--- config.mk ---
export PLATFORM = sky130hd
export DESIGN_NAME = pcm_pin_mux
export DESIGN_NICKNAME = d
export VERILOG_FILES = /design/src/rtl/pcm_pkg.sv /design/src/rtl/pcm_pin_mux.sv /design/src/rtl/pcm_sync.sv
export SDC_FILE = /design/constraint.sdc
export NUM_CORES = 1
export LEC_CHECK = 0
export BUFFER_PORTS_ARGS = -buffer_cell sky130_fd_sc_hd__buf_2
export CORE_MARGIN = 2
export CORE_UTILIZATION = 54
export CTS_BUF_LIST = sky130_fd_sc_hd__clkbuf_8
export DETAILED_ROUTE_END_ITERATION = 16
export PLACE_DENSITY_LB_ADDON = 0.05
export SYNTH_ARGS = -nofsm -noshare
export SYNTH_HDL_FRONTEND = slang
export SYNTH_HIERARCHICAL = 1
export SYNTH_SLANG_ARGS = --single-unit
--- constraint.sdc ---
create_clock -name aclk -period 3.46 [get_ports aclk]
set_clock_uncertainty 0.15 [all_clocks]
set_input_delay 0.346 -clock aclk [delete_from_list [all_inputs] [get_ports aclk]]
set_output_delay 0.346 -clock aclk [all_outputs]
set_load 0.05 [all_outputs]
--- src/rtl/pcm_pkg.sv ---
// constants, register map and state types for the port c pin multiplexer
// assumes a 32-bit axi4-lite register bus and a 50 MHz core clock
package pcm_pkg;

    // bus geometry
    localparam int          DATA_W       = 32;
    localparam int          ADDR_W       = 4;
    localparam int          PORT_W       = 8;

    // register byte offsets
    localparam logic [3:0]  OFS_PIN      = 4'h0;  // port_pin_state
    localparam logic [3:0]  OFS_LATCH    = 4'h4;  // port_output_latch
    localparam logic [3:0]  OFS_DIR      = 4'h8;  // port_direction
    localparam logic [3:0]  OFS_DRIVE    = 4'hC;  // live pin drive view

    // values after reset
    localparam logic [7:0]  RST_LATCH    = 8'h00;
    localparam logic [7:0]  RST_DIR      = 8'hFF;
    localparam logic [7:0]  RST_PINS     = 8'h00;

    // axi responses
    localparam logic [1:0]  RESP_OKAY    = 2'h0;
    localparam logic [1:0]  RESP_SLVERR  = 2'h2;

    // pin positions
    localparam int          BIT_CAP2     = 1;
    localparam int          BIT_CLK      = 3;
    localparam int          BIT_DAT      = 4;
    localparam int          BIT_SPI_OUT  = 5;
    localparam int          BIT_TX       = 6;
    localparam int          BIT_RX       = 7;

    // register decode result
    typedef enum logic [4:0] {
        PCM_REG_PIN   = 5'h01,
        PCM_REG_LATCH = 5'h02,
        PCM_REG_DIR   = 5'h04,
        PCM_REG_DRIVE = 5'h08,
        PCM_REG_NONE  = 5'h10
    } pcm_reg_t;

    // write channel states
    typedef enum logic [1:0] {
        PCM_WR_IDLE = 2'h1,
        PCM_WR_RESP = 2'h2
    } pcm_wr_t;

    // read channel states
    typedef enum logic [1:0] {
        PCM_RD_IDLE = 2'h1,
        PCM_RD_DATA = 2'h2
    } pcm_rd_t;

endpackage : pcm_pkg

--- src/rtl/pcm_pin_mux.sv ---
// port c pin multiplexer with axi4-lite register slave
// assumes peripheral controls arrive on aclk, pins arrive asynchronously
//
// Added by the designer: the register addresses and the AXI4-Lite register port.
`timescale 1ns/10ps
module pcm_pin_mux
    import pcm_pkg::*;
(
    // clock and reset
    input  wire logic              aclk,
    input  wire logic              aresetn,
    // axi4-lite write address
    input  wire logic [ADDR_W-1:0] s_axi_awaddr,
    input  wire logic              s_axi_awvalid,
    output logic                   s_axi_awready,
    // axi4-lite write data
    input  wire logic [DATA_W-1:0] s_axi_wdata,
    input  wire logic [3:0]        s_axi_wstrb,
    input  wire logic              s_axi_wvalid,
    output logic                   s_axi_wready,
    // axi4-lite write response
    output logic [1:0]             s_axi_bresp,
    output logic                   s_axi_bvalid,
    input  wire logic              s_axi_bready,
    // axi4-lite read address
    input  wire logic [ADDR_W-1:0] s_axi_araddr,
    input  wire logic              s_axi_arvalid,
    output logic                   s_axi_arready,
    // axi4-lite read data
    output logic [DATA_W-1:0]      s_axi_rdata,
    output logic [1:0]             s_axi_rresp,
    output logic                   s_axi_rvalid,
    input  wire logic              s_axi_rready,
    // port pins
    input  wire logic [7:0]        pin_in,
    output logic [7:0]             pin_out,
    output logic [7:0]             pin_oe,
    output logic [4:3]             pin_smbus_buf,
    // alternate port bit three for channel two
    input  wire logic              alt_port_bit_three_in,
    output logic                   alt_port_bit_three_out,
    output logic                   alt_port_bit_three_oe,
    // sync_serial_module, spi side
    input  wire logic              spi_enable,
    input  wire logic              spi_master,
    input  wire logic              spi_clock_out,
    input  wire logic              spi_serial_out,
    output logic                   spi_clock_in,
    output logic                   spi_serial_in,
    // sync_serial_module, i2c side
    input  wire logic              i2c_enable,
    input  wire logic              i2c_smbus_levels,
    input  wire logic              i2c_clock_pull_low,
    input  wire logic              i2c_data_pull_low,
    output logic                   i2c_clock_in,
    output logic                   i2c_data_in,
    // usart_module
    input  wire logic              usart_enable,
    input  wire logic              usart_sync_mode,
    input  wire logic              usart_sync_master,
    input  wire logic              usart_sync_transmit,
    input  wire logic              usart_tx_data,
    input  wire logic              usart_sync_clock_out,
    output logic                   usart_rx_in,
    output logic                   usart_sync_clock,
    output logic                   usart_sync_data,
    // capture_compare_channel_two
    input  wire logic              capture_two_pin_select,
    input  wire logic              capture_two_out,
    input  wire logic              capture_two_drive,
    output logic                   capture_two_in
);

    // software-visible state
    logic [7:0]        port_output_latch;  // output latch
    logic [7:0]        port_direction;     // 1 = input
    logic [7:0]        pin_sync;           // synchronised pin levels
    logic              alt_sync;           // synchronised alternate pin

    // write path holding
    pcm_wr_t           wr_state;
    logic              aw_held;            // address captured
    logic              w_held;             // data captured
    logic [ADDR_W-1:0] wr_addr;
    logic [7:0]        wr_byte;
    logic              wr_lane;            // low byte lane enabled
    pcm_rd_t           rd_state;

    // combinational pin drive
    logic [7:0]        next_pin_out;
    logic [7:0]        next_pin_oe;
    logic [7:0]        plain_out;          // latch-driven default
    logic [7:0]        plain_oe;
    logic              next_alt_out;
    logic              next_alt_oe;

    // register decode, used by both read and write paths
    function automatic pcm_reg_t decode(input logic [ADDR_W-1:0] addr);
        case (addr)
            OFS_PIN:   decode = PCM_REG_PIN;
            OFS_LATCH: decode = PCM_REG_LATCH;
            OFS_DIR:   decode = PCM_REG_DIR;
            OFS_DRIVE: decode = PCM_REG_DRIVE;
            default:   decode = PCM_REG_NONE;
        endcase
    endfunction : decode

    // pins and the alternate pin are asynchronous; two flops first
    pcm_sync #(
        .W (9)
    ) u_sync (
        .aclk     (aclk),
        .aresetn  (aresetn),
        .async_in ({alt_port_bit_three_in, pin_in}),
        .sync_out ({alt_sync, pin_sync})
    );

    // default port behaviour per pin: latch out when direction is 0
    genvar gi;
    generate
        for (gi = 0; gi < PORT_W; gi++) begin : g_plain
            assign plain_out[gi] = port_output_latch[gi];
            assign plain_oe[gi]  = ~port_direction[gi];
        end
    endgenerate

    // peripheral overrides on top of the plain port
    always_comb begin
        next_pin_out = plain_out;
        next_pin_oe  = plain_oe;
        next_alt_out = 1'b0;
        next_alt_oe  = 1'b0;

        // bit one: channel two when mapped to its default pin
        if (capture_two_pin_select) begin
            if (capture_two_drive && !port_direction[BIT_CAP2]) begin
                next_pin_out[BIT_CAP2] = capture_two_out;
                next_pin_oe[BIT_CAP2]  = 1'b1;
            end
        end else begin
            // cleared select moves the channel to the other port
            next_alt_out = capture_two_out;
            next_alt_oe  = capture_two_drive;
        end

        // bit three: i2c clock wins, else spi master clock
        if (i2c_enable) begin
            // open drain: only ever pull low, direction ignored
            next_pin_out[BIT_CLK] = 1'b0;
            next_pin_oe[BIT_CLK]  = i2c_clock_pull_low;
        end else if (spi_enable && spi_master && !port_direction[BIT_CLK]) begin
            next_pin_out[BIT_CLK] = spi_clock_out;
            next_pin_oe[BIT_CLK]  = 1'b1;
        end

        // bit four: i2c data drives even with direction left at 1
        if (i2c_enable) begin
            next_pin_out[BIT_DAT] = 1'b0;
            next_pin_oe[BIT_DAT]  = i2c_data_pull_low;
        end

        // bit five: spi serial out when direction is 0
        if (spi_enable && !port_direction[BIT_SPI_OUT]) begin
            next_pin_out[BIT_SPI_OUT] = spi_serial_out;
            next_pin_oe[BIT_SPI_OUT]  = 1'b1;
        end

        // bit six: transmit, sync master clock or sync slave input
        if (usart_enable && !usart_sync_mode) begin
            // software should also clear the direction bit here
            next_pin_out[BIT_TX] = usart_tx_data;
            next_pin_oe[BIT_TX]  = 1'b1;
        end else if (usart_enable && usart_sync_master) begin
            next_pin_out[BIT_TX] = usart_sync_clock_out;
            next_pin_oe[BIT_TX]  = 1'b1;
        end else if (usart_enable) begin
            next_pin_oe[BIT_TX]  = 1'b0;
        end

        // bit seven: sync transmit drives, sync receive releases
        if (usart_enable && usart_sync_mode) begin
            if (usart_sync_transmit) begin
                next_pin_out[BIT_RX] = usart_tx_data;
                next_pin_oe[BIT_RX]  = 1'b1;
            end else begin
                next_pin_oe[BIT_RX]  = 1'b0;
            end
        end
    end

    // pin drivers registered; reset leaves every pin an input
    always_ff @(posedge aclk) begin
        if (!aresetn) begin
            pin_out                <= RST_PINS;
            pin_oe                 <= RST_PINS;
            alt_port_bit_three_out <= 1'b0;
            alt_port_bit_three_oe  <= 1'b0;
        end else begin
            pin_out                <= next_pin_out;
            pin_oe                 <= next_pin_oe;
            alt_port_bit_three_out <= next_alt_out;
            alt_port_bit_three_oe  <= next_alt_oe;
        end
    end

    // input buffer select for the i2c pins follows the module setting
    always_ff @(posedge aclk) begin
        if (!aresetn) begin
            pin_smbus_buf <= 2'h0;
        end else begin
            pin_smbus_buf <= {2{i2c_enable & i2c_smbus_levels}};
        end
    end

    // serial and spi inputs from synchronised pins
    always_ff @(posedge aclk) begin
        if (!aresetn) begin
            spi_clock_in  <= 1'b0;
            spi_serial_in <= 1'b0;
            i2c_clock_in  <= 1'b1;
            i2c_data_in   <= 1'b1;
        end else begin
            // spi sees the pin only when it is an input
            spi_clock_in  <= port_direction[BIT_CLK] & pin_sync[BIT_CLK];
            spi_serial_in <= port_direction[BIT_DAT] & pin_sync[BIT_DAT];
            // i2c reads the bus line back, buffer chosen above
            i2c_clock_in  <= pin_sync[BIT_CLK];
            i2c_data_in   <= pin_sync[BIT_DAT];
        end
    end

    // usart and channel two inputs
    always_ff @(posedge aclk) begin
        if (!aresetn) begin
            usart_rx_in      <= 1'b1;
            usart_sync_clock <= 1'b0;
            usart_sync_data  <= 1'b0;
            capture_two_in   <= 1'b0;
        end else begin
            // idle-high receive line while the pin is not an input
            usart_rx_in      <= ~port_direction[BIT_RX] | pin_sync[BIT_RX];
            usart_sync_clock <= pin_sync[BIT_TX];
            usart_sync_data  <= pin_sync[BIT_RX];
            capture_two_in   <= capture_two_pin_select ? pin_sync[BIT_CAP2]
                                                       : alt_sync;
        end
    end

    // write address channel: one address held until the response ends
    always_ff @(posedge aclk) begin
        if (!aresetn) begin
            aw_held       <= 1'b0;
            wr_addr       <= '0;
            s_axi_awready <= 1'b1;
        end else if (s_axi_awvalid && s_axi_awready) begin
            aw_held       <= 1'b1;
            wr_addr       <= s_axi_awaddr;
            s_axi_awready <= 1'b0;
        end else if (wr_state == PCM_WR_RESP && s_axi_bready) begin
            aw_held       <= 1'b0;
            s_axi_awready <= 1'b1;
        end
    end

    // write data channel: taken independently of the address
    always_ff @(posedge aclk) begin
        if (!aresetn) begin
            w_held       <= 1'b0;
            wr_byte      <= 8'h00;
            wr_lane      <= 1'b0;
            s_axi_wready <= 1'b1;
        end else if (s_axi_wvalid && s_axi_wready) begin
            w_held       <= 1'b1;
            wr_byte      <= s_axi_wdata[7:0];
            wr_lane      <= s_axi_wstrb[0];
            s_axi_wready <= 1'b0;
        end else if (wr_state == PCM_WR_RESP && s_axi_bready) begin
            w_held       <= 1'b0;
            s_axi_wready <= 1'b1;
        end
    end

    // response once both halves are present
    always_ff @(posedge aclk) begin
        if (!aresetn) begin
            wr_state     <= PCM_WR_IDLE;
            s_axi_bvalid <= 1'b0;
            s_axi_bresp  <= RESP_OKAY;
        end else begin
            case (wr_state)
                PCM_WR_IDLE: begin
                    if (aw_held && w_held) begin
                        wr_state     <= PCM_WR_RESP;
                        s_axi_bvalid <= 1'b1;
                        s_axi_bresp  <= (decode(wr_addr) == PCM_REG_NONE)
                                        ? RESP_SLVERR : RESP_OKAY;
                    end
                end
                PCM_WR_RESP: begin
                    if (s_axi_bready) begin
                        wr_state     <= PCM_WR_IDLE;
                        s_axi_bvalid <= 1'b0;
                    end
                end
                default: begin
                    wr_state     <= PCM_WR_IDLE;
                    s_axi_bvalid <= 1'b0;
                end
            endcase
        end
    end

    // register writes happen on the idle-to-response step
    // a write to the pin-state address lands in the latch, since pins
    // themselves cannot hold a value
    always_ff @(posedge aclk) begin
        if (!aresetn) begin
            port_output_latch <= RST_LATCH;
            port_direction    <= RST_DIR;
        end else if (wr_state == PCM_WR_IDLE && aw_held && w_held && wr_lane) begin
            case (decode(wr_addr))
                PCM_REG_PIN:   port_output_latch <= wr_byte;
                PCM_REG_LATCH: port_output_latch <= wr_byte;
                PCM_REG_DIR:   port_direction    <= wr_byte;
                default:       port_output_latch <= port_output_latch;
            endcase
        end
    end

    // read channel: one cycle from address to data
    always_ff @(posedge aclk) begin
        if (!aresetn) begin
            rd_state      <= PCM_RD_IDLE;
            s_axi_arready <= 1'b1;
            s_axi_rvalid  <= 1'b0;
            s_axi_rdata   <= '0;
            s_axi_rresp   <= RESP_OKAY;
        end else begin
            case (rd_state)
                PCM_RD_IDLE: begin
                    if (s_axi_arvalid) begin
                        rd_state      <= PCM_RD_DATA;
                        s_axi_arready <= 1'b0;
                        s_axi_rvalid  <= 1'b1;
                        s_axi_rresp   <= RESP_OKAY;
                        case (decode(s_axi_araddr))
                            // live pins, whatever drives them
                            PCM_REG_PIN:   s_axi_rdata <= {24'h0, pin_sync};
                            PCM_REG_LATCH: s_axi_rdata <= {24'h0, port_output_latch};
                            // stored value, even while a peripheral overrides
                            PCM_REG_DIR:   s_axi_rdata <= {24'h0, port_direction};
                            PCM_REG_DRIVE: s_axi_rdata <= {16'h0, pin_out, pin_oe};
                            default: begin
                                s_axi_rdata <= '0;
                                s_axi_rresp <= RESP_SLVERR;
                            end
                        endcase
                    end
                end
                PCM_RD_DATA: begin
                    if (s_axi_rready) begin
                        rd_state      <= PCM_RD_IDLE;
                        s_axi_arready <= 1'b1;
                        s_axi_rvalid  <= 1'b0;
                    end
                end
                default: begin
                    rd_state      <= PCM_RD_IDLE;
                    s_axi_arready <= 1'b1;
                    s_axi_rvalid  <= 1'b0;
                end
            endcase
        end
    end

endmodule : pcm_pin_mux

--- src/rtl/pcm_sync.sv ---
// two-stage synchroniser for a vector of asynchronous levels
// assumes each bit is an independent level, no bus coherency needed
`timescale 1ns/10ps
module pcm_sync #(
    parameter int W = 8
) (
    // clock and reset
    input  wire logic         aclk,
    input  wire logic         aresetn,
    // levels
    input  wire logic [W-1:0] async_in,
    output logic      [W-1:0] sync_out
);
    logic [W-1:0] meta;  // first stage, read only by the second

    // both stages clear on reset; the first is never tapped elsewhere
    always_ff @(posedge aclk) begin
        if (!aresetn) begin
            meta     <= '0;
            sync_out <= '0;
        end else begin
            meta     <= async_in;
            sync_out <= meta;
        end
    end
endmodule : pcm_sync

### After elaboration in Yosys (flattened, before gate mapping)

Cells that the tools add are included.

* output and inout port bits: 69
* input bits: 77
* register bits: 121
* logic and storage cells: 154

* multiplexer cells: 54
* reduce and logical (&&, ||, !) cells: 32
* eq/ne operators: 22
* bitwise gates (word level): 13

Operators with widths (number)
* $pmux 16 s4: 1
* $mux 5: 8
* $pmux 5 s4: 2
* $mux 1: 32
* $eq 4x4->1 const B: 4
* $logic_and 1x1->1: 14
* $mux 2: 6
* $reduce_and 2->1: 6
* $eq 5x1->1 const B: 2
* $eq 5x2->1 const B: 2
* $eq 5x3->1 const B: 2
* $not 1->1: 9
* $eq 4x3->1 const B: 2
* $logic_not 4->1: 2
* $ne 2x2->1 const B: 4
* $pmux 2 s2: 2
* $pmux 1 s2: 3
* $reduce_or 2->1: 3
* $eq 5x4->1 const B: 1
* $eq 5x5->1 const B: 1
* $eq 2x1->1 const B: 2
* $eq 2x2->1 const B: 2
* $logic_not 1->1: 4
* $reduce_bool 2->1: 2
* other kinds (3): 5

### Depth between registers and ports, before layout

Gate-level depths: netlist (run 1).

* depth in word-level cells: 9
* depth in mapped cells: 5
* depth with buffers taken out: 3

### Hierarchy

Netlist (run 1), hierarchy kept.

By module, submodules not included
* pcm_pin_mux: area each 3250.6 µm², times used 1, seq. area each 1641.6 µm², cells each 341
* pcm_sync: area each 501.7 µm², times used 1, seq. area each 360.3 µm², cells each 37

### Least setup slack after synthesis (run 1)

OpenSTA, ideal clock, no wires.

* kind: register to register
* start point: reg, netlist name s_axi_bvalid
* end point: reg port_direction[3]
* buffers on the path: 1
* arrival time: 1.409 ns
* stages on the path, launching flop included: 5
* setup slack: 1.787 ns
* cell sequence: dfxtp_1 and4b_1 buf_2 a41o_2 a21o_1

RTL lines
* to (signal assigned): RTL line pcm_pin_mux.sv:324 `PCM_REG_DIR: port_direction <= wr_byte;`
* to (decl): RTL line pcm_pin_mux.sv:76 `logic [7:0] port_direction;`

### Final worst setup path (run 1)

* start point: reg wr_addr[0]
* end point: reg port_output_latch[5], in the netlist plain_out[5]

* cells in the longest elaborated chain, start to end: 7
* elaborated cells between the ends (all ways): 11
* classes of those cells: eq/ne: 5; mux: 3; reduce/logical: 3

Ends and longest elaborated chain
* from (decl): RTL line pcm_pin_mux.sv:84 `logic [ADDR_W-1:0] wr_addr;`
* from (signal assigned): RTL line pcm_pin_mux.sv:257 `wr_addr <= s_axi_awaddr;`
* $eq 4x4->1, or another cell as far along: RTL line pcm_pin_mux.sv:99 `case (addr)`
* $pmux 5 s4 *: RTL line pcm_pin_mux.sv:99
* $mux 5 *: RTL line pcm_pin_mux.sv:320 `end else if (wr_state == PCM_WR_IDLE && aw_held && w_held && wr_lane) begin`
* $mux 5 *: RTL line pcm_pin_mux.sv:317 `if (!aresetn) begin`
* $eq 5x2->1 or $eq 5x1->1 (tied branches): RTL line pcm_pin_mux.sv:321 `case (decode(wr_addr))`
* $reduce_or 2->1 (no line) *
* $reduce_and 2->1 (no line) *
* to (signal assigned): RTL line pcm_pin_mux.sv:322 `PCM_REG_PIN: port_output_latch <= wr_byte;`
* to (signal assigned): RTL line pcm_pin_mux.sv:323 `PCM_REG_LATCH: port_output_latch <= wr_byte;`
* to (signal assigned): RTL line pcm_pin_mux.sv:325 `default: port_output_latch <= port_output_latch;`
* to (decl): RTL line pcm_pin_mux.sv:75 `logic [7:0] port_output_latch;`

Mark *: on every way between the ends. The rest lies on a longest branch, timed or not. The select of a mux whose other input is x is not followed.
A chain may end at the register's enable or synchronous reset.

==> flow_metrics.env, run 1 <==
export IMPL_status="finished clean"
export IMPL_ys_seq_area_frac=0.534
export IMPL_worstSkewPairLatency_ns=0.37
export IMPL_worstPathMaxFanout=8
export IMPL_rsz0062_at_grt="false"
export IMPL_synthTopCellsByArea="dfxtp_1 (53%), mux2i_1 (8.8%), buf_4 (4.4%)"
export IMPL_p_seq_frac=0.523
export IMPL_ys_warn_count=6
export IMPL_cts_root_buf="clkbuf_8"
export IMPL_power_switching_mw=0.612
export IMPL_synth_edff_count=0
export IMPL_path_class="reg2reg"
export IMPL_die_area_um2=7630
export IMPL_fmax_mhz=531
export IMPL_powerDensity_nw_per_um2=522
export IMPL_synth_common_cells="dfxtp_1 (100), nand2_1 (44), mux2i_1 (33), a21oi_1 (28), nor2_1 (23)"
export IMPL_vias=2817
export IMPL_maxSlewViolCount=0
export IMPL_post_route_period_util=0.544
export IMPL_hold_viol=0
export IMPL_yosys_register_bits=100
export IMPL_cts_buffers=9
export IMPL_core_um2=6760
export IMPL_nFillCells=564
export IMPL_gp_congestion=0.777
export IMPL_grt_overflow=0
export IMPL_hpwl_um=5530
export IMPL_setup_viol=0
export IMPL_place_inst=539
export IMPL_synth_async_reset_ratio=0
export IMPL_start_util=0.555
export IMPL_cts_repair_resized=0
export IMPL_clockBufferDepth=2
export IMPL_total_power_mw=2.31
export IMPL_area_delta_synth_final_pct=17.7
export IMPL_route_detailed_drc=0
export IMPL_worst_pin_slew_ns=0.830
export IMPL_cts_hold_buf=0
export IMPL_drt_pre_antenna_iters=4
export IMPL_die_height_um=87.4
export IMPL_synthCells=378
export IMPL_detail_route_wl_per_cell_um=14.0
export IMPL_power_internal_mw=1.70
export IMPL_ys_types=37
export IMPL_pin_count=146
export IMPL_synthesis_area_um2=3750
export IMPL_startpoint_type="flip-flop"
export IMPL_multi_input_area_um2=1540
export IMPL_die_w_um=87.4
export IMPL_fin_cells=555
export IMPL_ant_nets=0
export IMPL_clock_sinks=100
export IMPL_critPathRequiredTime_ns=3.61
export IMPL_tritoncts="done"
export IMPL_dominantRegCellSynth="dfxtp_1"
export IMPL_setup_slack_ns=1.58
export IMPL_diodes=0
export IMPL_pre_cts_ws_ns=1.57
export IMPL_min_delay_path_class="in2reg"
export IMPL_end_kind="flip-flop"
export IMPL_switching_share=0.265
export IMPL_via_per_inst=5.08
export IMPL_avgSynthCellArea_um2=9.93
export IMPL_place_port_buffers=100
export IMPL_yosysMostFrequentCell="dfxtp_1"
export IMPL_drt_iter0_markers=99
export IMPL_vdd_drop_max_mv=0.272
export IMPL_max_slew_margin=0.445
export IMPL_clk_pin_slew_ns=0.10
export IMPL_synth_top_cell_by_area="dfxtp_1"
export IMPL_cp_arrival_ns=2.03
export IMPL_rows=30
export IMPL_maxCapViolations=0
export IMPL_min_period_ns=1.88
export IMPL_post_synth_top_area_fraction=0.534
export IMPL_fin_area_um2=4420
export IMPL_placed_area_um2=4190
export IMPL_grt_pass1_vias=2539
export IMPL_seqCellArea_um2=2000
export IMPL_grt_usage=0.207
export IMPL_antenna_found_initial=0
export IMPL_grt_pass1_wl_um=12200
export IMPL_grt_max_degree=48
export IMPL_pwr_share_comb=0.109
export IMPL_cts_setup_buffers=0
export IMPL_p_leak_nw=2.06
export IMPL_drt_total_wl_um=7770
export IMPL_drive_gt1_frac=0.299
export IMPL_num_nets_final=547
export IMPL_htree_levels=3
export IMPL_fin_setup_tns_ns=0
export IMPL_clkPwrFrac=0.368
## layout make-up
cell class,instances,share of cell area
Multi-Input combinational cell,251,0.349
Tap cell,80,0.0227
Sequential cell,100,0.453
Inverter,5,0.00425
Timing Repair Buffer,103,0.118
Clock buffer,10,0.0312
Clock inverter,6,0.0212
## power groups by stage
stage | sequential [mW] | clock (mW) | combinational (mW)
3_5_place_dp | 1.23 | 0 | 0.251
3_3_place_gp | 1.23 | 0 | 0.248
5_1_grt | 1.21 | 0.905 | 0.272
2_1_floorplan | 1.28 | 0 | 0.156
6_report | 1.21 | 0.848 | 0.252
4_1_cts | 1.21 | 0.857 | 0.252
## logic make-up after synthesis
logic type      after synthesis  share of synthesized area
compound gates               60                      0.103
buf+inv                      44                     0.0724
flops                       100                      0.534
mux                          33                     0.0880
other cells                   1                   0.000999
simple gates                140                      0.202
## cells in the final DEF, fill, tap and decap left out, types with 4 or more instances in the layout
master,instances
nand3_1,13
nand3b_1,4
buf_2,100
a22o_1,7
and3_1,4
conb_1,18
dfxtp_1,100
nand2b_1,11
a21oi_1,28
o22ai_1,9
nor2_1,23
nand2_1,44
nor3b_1,5
a21o_1,5
and2_1,7
and2_2,14
inv_1,5
mux2i_1,33
a41o_2,4
clkbuf_8,10
o21ai_0,4
## critical path, stage by stage, from the launching register on
cell	delay (ns)
dfxtp_1	0.36
nor3b_4	0.31
nor3b_2	0.74
mux2i_1	0.26
## per-layer routing
layer	vias up	routed length, um	track usage
met5	-	0	0
met4	0	108	0.0713
met3	9	504	0.0512
met2	106	3530	0.315
met1	1264	3630	0.288
li1	1438	-	-
## path summary, 6_finish.rpt
kind	startpoint	end	slack, ns	cells after the start
setup / recovery	wr_addr[0]	plain_out[5]	1.58	3
hold / removal	pin_in[6]	u_sync/meta[6]	0.04	2
hold reg to reg	port_direction[2]	pin_oe[2]	0.28	1
setup reg to reg	wr_addr[0]	plain_out[5]	1.58	3
## state kept, by name (all words and copies together) (netlist names), 4 cells and up
register	count
pin_out	8
wr_addr	4
s_axi_rdata	16
wr_byte	8
port_direction	8
u_sync/meta	9
u_sync/sync_out	9
plain_out	8
pin_oe	8
## through the flow
stage          hold slack, ns  utilization
2_1_floorplan           0.253            -
3_3_place_gp            0.266        0.620
3_5_place_dp            0.269        0.620
4_1_cts                0.0306        0.654
5_1_grt                0.0346        0.654
6_report               0.0354        0.654
Note: power is estimated with default switching activity, not from simulation.
==> run 2, diff against run 1 <==
--- a/config.mk
+++ b/config.mk
@@ -5,9 +5,10 @@
 export SDC_FILE = /design/constraint.sdc
 export NUM_CORES = 1
 export LEC_CHECK = 0
+export ABC_AREA = 1
 export BUFFER_PORTS_ARGS = -buffer_cell sky130_fd_sc_hd__buf_2
 export CORE_MARGIN = 2
-export CORE_UTILIZATION = 54
+export CORE_UTILIZATION = 50
 export CTS_BUF_LIST = sky130_fd_sc_hd__clkbuf_8
 export DETAILED_ROUTE_END_ITERATION = 16
 export PLACE_DENSITY_LB_ADDON = 0.05
==> constraint.sdc (replaced) <==
create_clock -name aclk -period 2 [get_ports aclk]
set_clock_uncertainty 0.15 [all_clocks]
set_input_delay 0.2 -clock aclk [delete_from_list [all_inputs] [get_ports aclk]]
set_output_delay 0.2 -clock aclk [all_outputs]
set_load 0.05 [all_outputs]
==> run 2 against run 1 <==
  * Register-to-register slack lost 1.1 ns
  * Utilization grew 1.4 points
  * Critical path depth grew 4
  * Clock-buffer cell count shrank 1
  * Die area grew 7.6%
  * Non-clock buffer count grew 45
  * Combinational power grew 110%
  * Hold slack lost 0.021 ns
  * Area after synthesis is essentially flat
  * Final area grew 9.6%
  * Via count grew 20%
  * Largest power group unchanged
==> flow_metrics.env, run 2 <==
export IMPL_status="finished clean"
export IMPL_hpwl_um=5800
export IMPL_p_seq_frac=0.560
export IMPL_cp_arrival_ns=1.88
export IMPL_top_regs="s_axi_rdata (16), u_sync/meta (9), u_sync/sync_out (9)"
export IMPL_synthCells=470
export IMPL_min_period_ns=1.73
export IMPL_pwr_share_comb=0.142
export IMPL_ys_types=32
export IMPL_synthTopCellsByArea="dfxtp_1 (53%), nand2_1 (8.7%), nand3_1 (6.9%)"
export IMPL_area_delta_synth_final_pct=29.1
export IMPL_diodes=0
export IMPL_cp_buffers_inverters=4
export IMPL_end_kind="flip-flop"
export IMPL_setup_slack_ns=0.273
export IMPL_post_route_period_util=0.863
export IMPL_antenna_found_initial=0
export IMPL_die_area_um2=8210
export IMPL_pre_cts_ws_ns=0.462
export IMPL_drt_pre_antenna_iters=5
export IMPL_regMostFlops="s_axi_rdata"
export IMPL_p_leak_nw=2.44
export IMPL_ys_seq_area_frac=0.534
export IMPL_drt_iter0_markers=176
export IMPL_clockBufferDepth=2
export IMPL_grt_usage=0.207
export IMPL_avgSynthCellArea_um2=7.98
export IMPL_layout_common_cells="dfxtp_1 (100), buf_2 (100), nand2_1 (87)"
export IMPL_worst_pin_slew_ns=0.579
export IMPL_synth_common_cells="dfxtp_1 (100), nand2_1 (87), nor2_1 (63), nand3_1 (52), inv_1 (45)"
export IMPL_max_slew_margin=0.613
export IMPL_fin_hold_ws_ns=0.0149
export IMPL_grt_max_degree=43
export IMPL_detail_route_wl_per_cell_um=11.9
export IMPL_nFillCells=647
export IMPL_hold_viol=0
export IMPL_post_synth_top_area_fraction=0.534
export IMPL_final_core_util=0.668
export IMPL_yosys_register_bits=100
export IMPL_grt_overflow=0
export IMPL_critPathRequiredTime_ns=2.15
export IMPL_switching_share=0.287
export IMPL_drive_gt1_frac=0.218
export IMPL_pin_count=146
export IMPL_tritoncts="done"
export IMPL_route_detailed_drc=0
export IMPL_clkPwrFrac=0.298
export IMPL_worstSkewPairLatency_ns=0.36
export IMPL_dominantRegCellSynth="dfxtp_1"
export IMPL_ant_nets=0
export IMPL_cp_slowest_cell="dlygate4sd3_1"
export IMPL_cts_setup_buffers=0
export IMPL_vdd_drop_max_mv=0.379
export IMPL_synth_async_reset_ratio=0
export IMPL_synth_edff_count=0
export IMPL_slowest_delay_ns=0.58
export IMPL_yosysMostFrequentCell="dfxtp_1"
export IMPL_drt_total_wl_um=8480
export IMPL_cpLargestDelayFamily="buffers and inverters"
export IMPL_startpoint_type="primary input"
export IMPL_htree_levels=3
export IMPL_fin_setup_tns_ns=0
export IMPL_cts_buffers=9
export IMPL_powerDensity_nw_per_um2=776
export IMPL_rows=31
export IMPL_power_internal_mw=2.68
export IMPL_setup_viol=0
export IMPL_vias=3378
export IMPL_path_class="in2reg"
export IMPL_gp_congestion=0.810
export IMPL_power_switching_mw=1.08
export IMPL_fmax_mhz=579
export IMPL_synthesis_area_um2=3750
export IMPL_clk_pin_slew_ns=0.09
export IMPL_grt_pass1_wl_um=13800
export IMPL_largest_reg_flops=16
export IMPL_die_height_um=90.6
export IMPL_clock_sinks=100
export IMPL_cp_common_cell="dlygate4sd3_1"
export IMPL_num_nets_final=689
export IMPL_maxSlewViolCount=0
export IMPL_die_w_um=90.6
export IMPL_place_port_buffers=100
export IMPL_cts_repair_resized=0
export IMPL_rsz0062_at_grt="false"
export IMPL_cts_root_buf="clkbuf_8"
export IMPL_grt_pass1_vias=3045
export IMPL_maxCapViolations=0
export IMPL_synth_top_cell_by_area="dfxtp_1"
export IMPL_min_delay_path_class="in2reg"
export IMPL_crit_chain="dlygate4sd3_1 > buf_2 > inv_1 > nor2_1 > a21oi_1 > a311oi_1 > dlygate4sd3_1"
export IMPL_start_util=0.517
export IMPL_worstPathMaxFanout=3
export IMPL_ys_warn_count=6
export IMPL_via_per_inst=4.72
export IMPL_core_um2=7250
-- run 2: changes by cell type after synthesis, moves of 7 or more --
cell	change
a22o_1	-7
and2_1	-7
and2_2	-14
inv_1	+40
mux2i_1	-33
nand2_1	+43
nand2b_1	-11
nand3_1	+39
nor2_1	+40
o21ai_0	+33
o22ai_1	-9
-- run 2: final timing paths --
path | from | to | slack (ns) | depth (start not counted)
worst min register to register | u_sync/meta[3] | u_sync/sync_out[3] | 0.27 | 2
worst min-delay path | usart_sync_transmit | pin_oe[7] | 0.01 | 3
worst max-delay path | capture_two_pin_select | pin_out[1] | 0.27 | 7
worst max register to register | port_direction[1] | pin_out[1] | 0.43 | 4
-- run 2: cells by family (layout without fill, tap and decap cells) --
logic type	Yosys count	after routing	share of synthesized area
compound gates	69	69	0.0948
buf+inv	80	209	0.107
flops	100	100	0.534
other cells	1	18	0.00100
simple gates	220	220	0.263
-- run 2: metal layers --
metal | up-vias | wire, um | share of wire | track usage
li1 | 1748 | - | - | -
met1 | 1507 | 3950 | 0.47 | 0.277
met2 | 109 | 3870 | 0.46 | 0.330
met3 | 14 | 496 | 0.058 | 0.0367
met4 | 0 | 164 | 0.019 | 0.0859
met5 | - | 0 | 0 | 0
-- run 2: worst min-delay path, delay by kind of cell --
kind | cells | cell delay [ns]
buffers and inverters | 1 | 0.10
AOI/OAI and AO/OA | 1 | 0.07
and+or+nand+nor | 1 | 0.11
-- run 2: what timing repair did --
item | CTS | global route
setup endpoints to repair | 0 | 1
hold buffers | 44 | 0
endpoints found under the hold margin | 37 | 0
-- run 2: layout make-up --
| class | instances | area [um2] | share of cell area |
|---|---|---|---|
| multi-input cells | 307 | 1410 | 0.291 |
| clock inverters | 6 | 41.3 | 0.00853 |
| inverters | 46 | 174 | 0.0359 |
| repair buffers | 148 | 968 | 0.200 |
| flip-flops and latches | 100 | 2000 | 0.413 |
| clock buffers | 9 | 124 | 0.0256 |
| well taps | 99 | 124 | 0.0256 |
-- run 2: power groups by stage --
stage                     sequential (mW)  combinational, mW  clock, mW
final                                2.10              0.532       1.12
after floorplan                      2.24              0.283          0
after global routing                 2.11              0.579       1.23
after detailed placement             2.15              0.471          0
after global placement               2.15              0.467          0
after CTS                            2.11              0.532       1.14
-- run 2: stage by stage --
step           power [mW]  area [um2]  std cells
2_1_floorplan        2.52        3810        487
3_3_place_gp         2.62        4250        657
3_5_place_dp         2.62        4250        657
4_1_cts              3.78        4850        716
5_1_grt              3.92        4840        715
6_report             3.76        4840        715
==> run 3, diff against run 2 <==
--- a/config.mk
+++ b/config.mk
@@ -7,7 +7,6 @@
 export LEC_CHECK = 0
 export ABC_AREA = 1
 export BUFFER_PORTS_ARGS = -buffer_cell sky130_fd_sc_hd__buf_2
-export CORE_MARGIN = 2
 export CORE_UTILIZATION = 50
 export CTS_BUF_LIST = sky130_fd_sc_hd__clkbuf_8
 export DETAILED_ROUTE_END_ITERATION = 16
==> run 3 against run 2 <==
  * Sequential power about the same
  * Critical endpoint unchanged
  * Non-clock buffer count down 2
  * Setup slack better by 0.036 ns
  * Global-route usage up 0.91 points
  * Largest power group unchanged
  * Clock power up 6%
  * Final area up 0.59%
  * Sequential share of layout area down 0.24 points
  * Routed wire length down 3.9%
==> flow_metrics.env, run 3 (synthesized netlist as in run 2, its figures left out) <==
export IMPL_drt_total_wl_um=8150
export IMPL_min_delay_path_class="in2reg"
export IMPL_ant_nets=0
export IMPL_cp_common_cell="dlygate4sd3_1"
export IMPL_grt_overflow=0
export IMPL_diodes=0
export IMPL_critPathRequiredTime_ns=2.15
export IMPL_rsz0062_at_grt="false"
export IMPL_fmax_mhz=592
export IMPL_vias=3340
export IMPL_die_height_um=88.6
export IMPL_area_delta_synth_final_pct=29.9
export IMPL_startpoint_type="primary input"
export IMPL_cts_repair_resized=0
export IMPL_hpwl_um=5520
export IMPL_rows=31
export IMPL_clockBufferDepth=2
export IMPL_start_util=0.517
export IMPL_maxCapViolations=0
export IMPL_drt_pre_antenna_iters=4
export IMPL_route_detailed_drc=0
export IMPL_top_regs="s_axi_rdata (16), u_sync/meta (9), u_sync/sync_out (9)"
export IMPL_powerDensity_nw_per_um2=785
export IMPL_detail_route_wl_per_cell_um=11.4
export IMPL_post_route_period_util=0.845
export IMPL_place_port_buffers=100
export IMPL_die_w_um=88.6
export IMPL_max_slew_margin=0.639
export IMPL_clock_sinks=100
export IMPL_worstSkewPairLatency_ns=0.36
export IMPL_grt_max_degree=46
export IMPL_cp_arrival_ns=1.84
export IMPL_num_nets_final=687
export IMPL_worstPathMaxFanout=3
export IMPL_antenna_found_initial=0
export IMPL_gp_congestion=0.762
export IMPL_tritoncts="done"
export IMPL_largest_reg_flops=16
export IMPL_setup_slack_ns=0.309
export IMPL_grt_pass1_wl_um=12900
export IMPL_cpLargestDelayFamily="buffers and inverters"
export IMPL_cp_slowest_cell="dlygate4sd3_1"
export IMPL_drt_iter0_markers=104
export IMPL_htree_levels=3
export IMPL_crit_chain="dlygate4sd3_1 > buf_2 > inv_1 > nor2_1 > a21oi_1 > a311oi_1 > dlygate4sd3_1"
export IMPL_p_leak_nw=2.44
export IMPL_status="finished clean"
export IMPL_fin_cells=714
export IMPL_grt_usage=0.216
export IMPL_die_area_um2=7850
export IMPL_via_per_inst=4.68
export IMPL_vdd_drop_max_mv=0.487
export IMPL_cts_buffers=9
export IMPL_slowest_delay_ns=0.57
export IMPL_total_power_mw=3.83
export IMPL_pin_count=146
export IMPL_clk_pin_slew_ns=0.09
export IMPL_maxSlewViolCount=0
export IMPL_layout_common_cells="dfxtp_1 (100), buf_2 (100), nand2_1 (87)"
export IMPL_path_class="in2reg"
export IMPL_rrSetupSlack_ns=0.45
export IMPL_grt_pass1_vias=2818
export IMPL_cp_buffers_inverters=4
export IMPL_place_inst=656
export IMPL_cts_setup_buffers=0
export IMPL_fin_setup_tns_ns=0
export IMPL_hold_viol=0
export IMPL_cts_root_buf="clkbuf_8"
export IMPL_setup_viol=0
export IMPL_pre_cts_ws_ns=0.457
export IMPL_drive_gt1_frac=0.218
export IMPL_end_kind="flip-flop"
export IMPL_regMostFlops="s_axi_rdata"
export IMPL_worst_pin_slew_ns=0.539
export IMPL_min_period_ns=1.69
export IMPL_core_um2=7250
-- run 3: final timing paths --
path,from,to,cells past startpoint
max,capture_two_pin_select,pin_out[1],7
min,usart_sync_master,pin_out[6],4
max reg2reg,port_direction[1],pin_out[1],4
min reg2reg,u_sync/meta[7],u_sync/sync_out[7],2
-- run 3: tightest hold or removal path, stage by stage --
cell and delay [ns]:
buf_2 0.10, nand2_1 0.05, nand2_1 0.05, a31oi_1 0.07
-- run 3: through the flow --
stage                      util  hold slack (ns)  area, um2
after floorplan               -            0.128       3810
after global placement    0.588            0.233       4260
after detailed placement  0.588            0.236       4260
after CTS                 0.673          0.00130       4880
after global routing      0.672           0.0343       4870
final                     0.672           0.0161       4870
-- run 3: area by class of cell --
class	instances	area, um2
clock inverter	6	48.8
timing repair buffer	146	976
multi-input combinational	307	1410
fill	643	2380
tap	99	124
inverter	46	174
sequential	100	2000
clock buffer	10	138
-- run 3: metal layers --
layer / routed length [um] / global-route usage / vias up
met5: 0 / 0 / -
met4: 155 / 0.0909 / 0
met3: 412 / 0.0336 / 12
met2: 3840 / 0.358 / 110
met1: 3740 / 0.281 / 1464
li1: - / - / 1754
-- run 3: report_power, final --
part / internal, mW / leakage, nW / total (mW) / switching [mW]
sequential: 2.06 / 0.818 / 2.10 / 0.0405
combinational: 0.174 / 1.54 / 0.535 / 0.361
clock: 0.495 / 0.0851 / 1.19 / 0.691
total: 2.73 / 2.44 / 3.83 / 1.09
-- run 3: what timing repair did --
| item | CTS | global route |
|---|---|---|
| hold endpoints to repair | 36 | 0 |
| hold buffers | 43 | 0 |
| setup endpoints to repair | 0 | 1 |
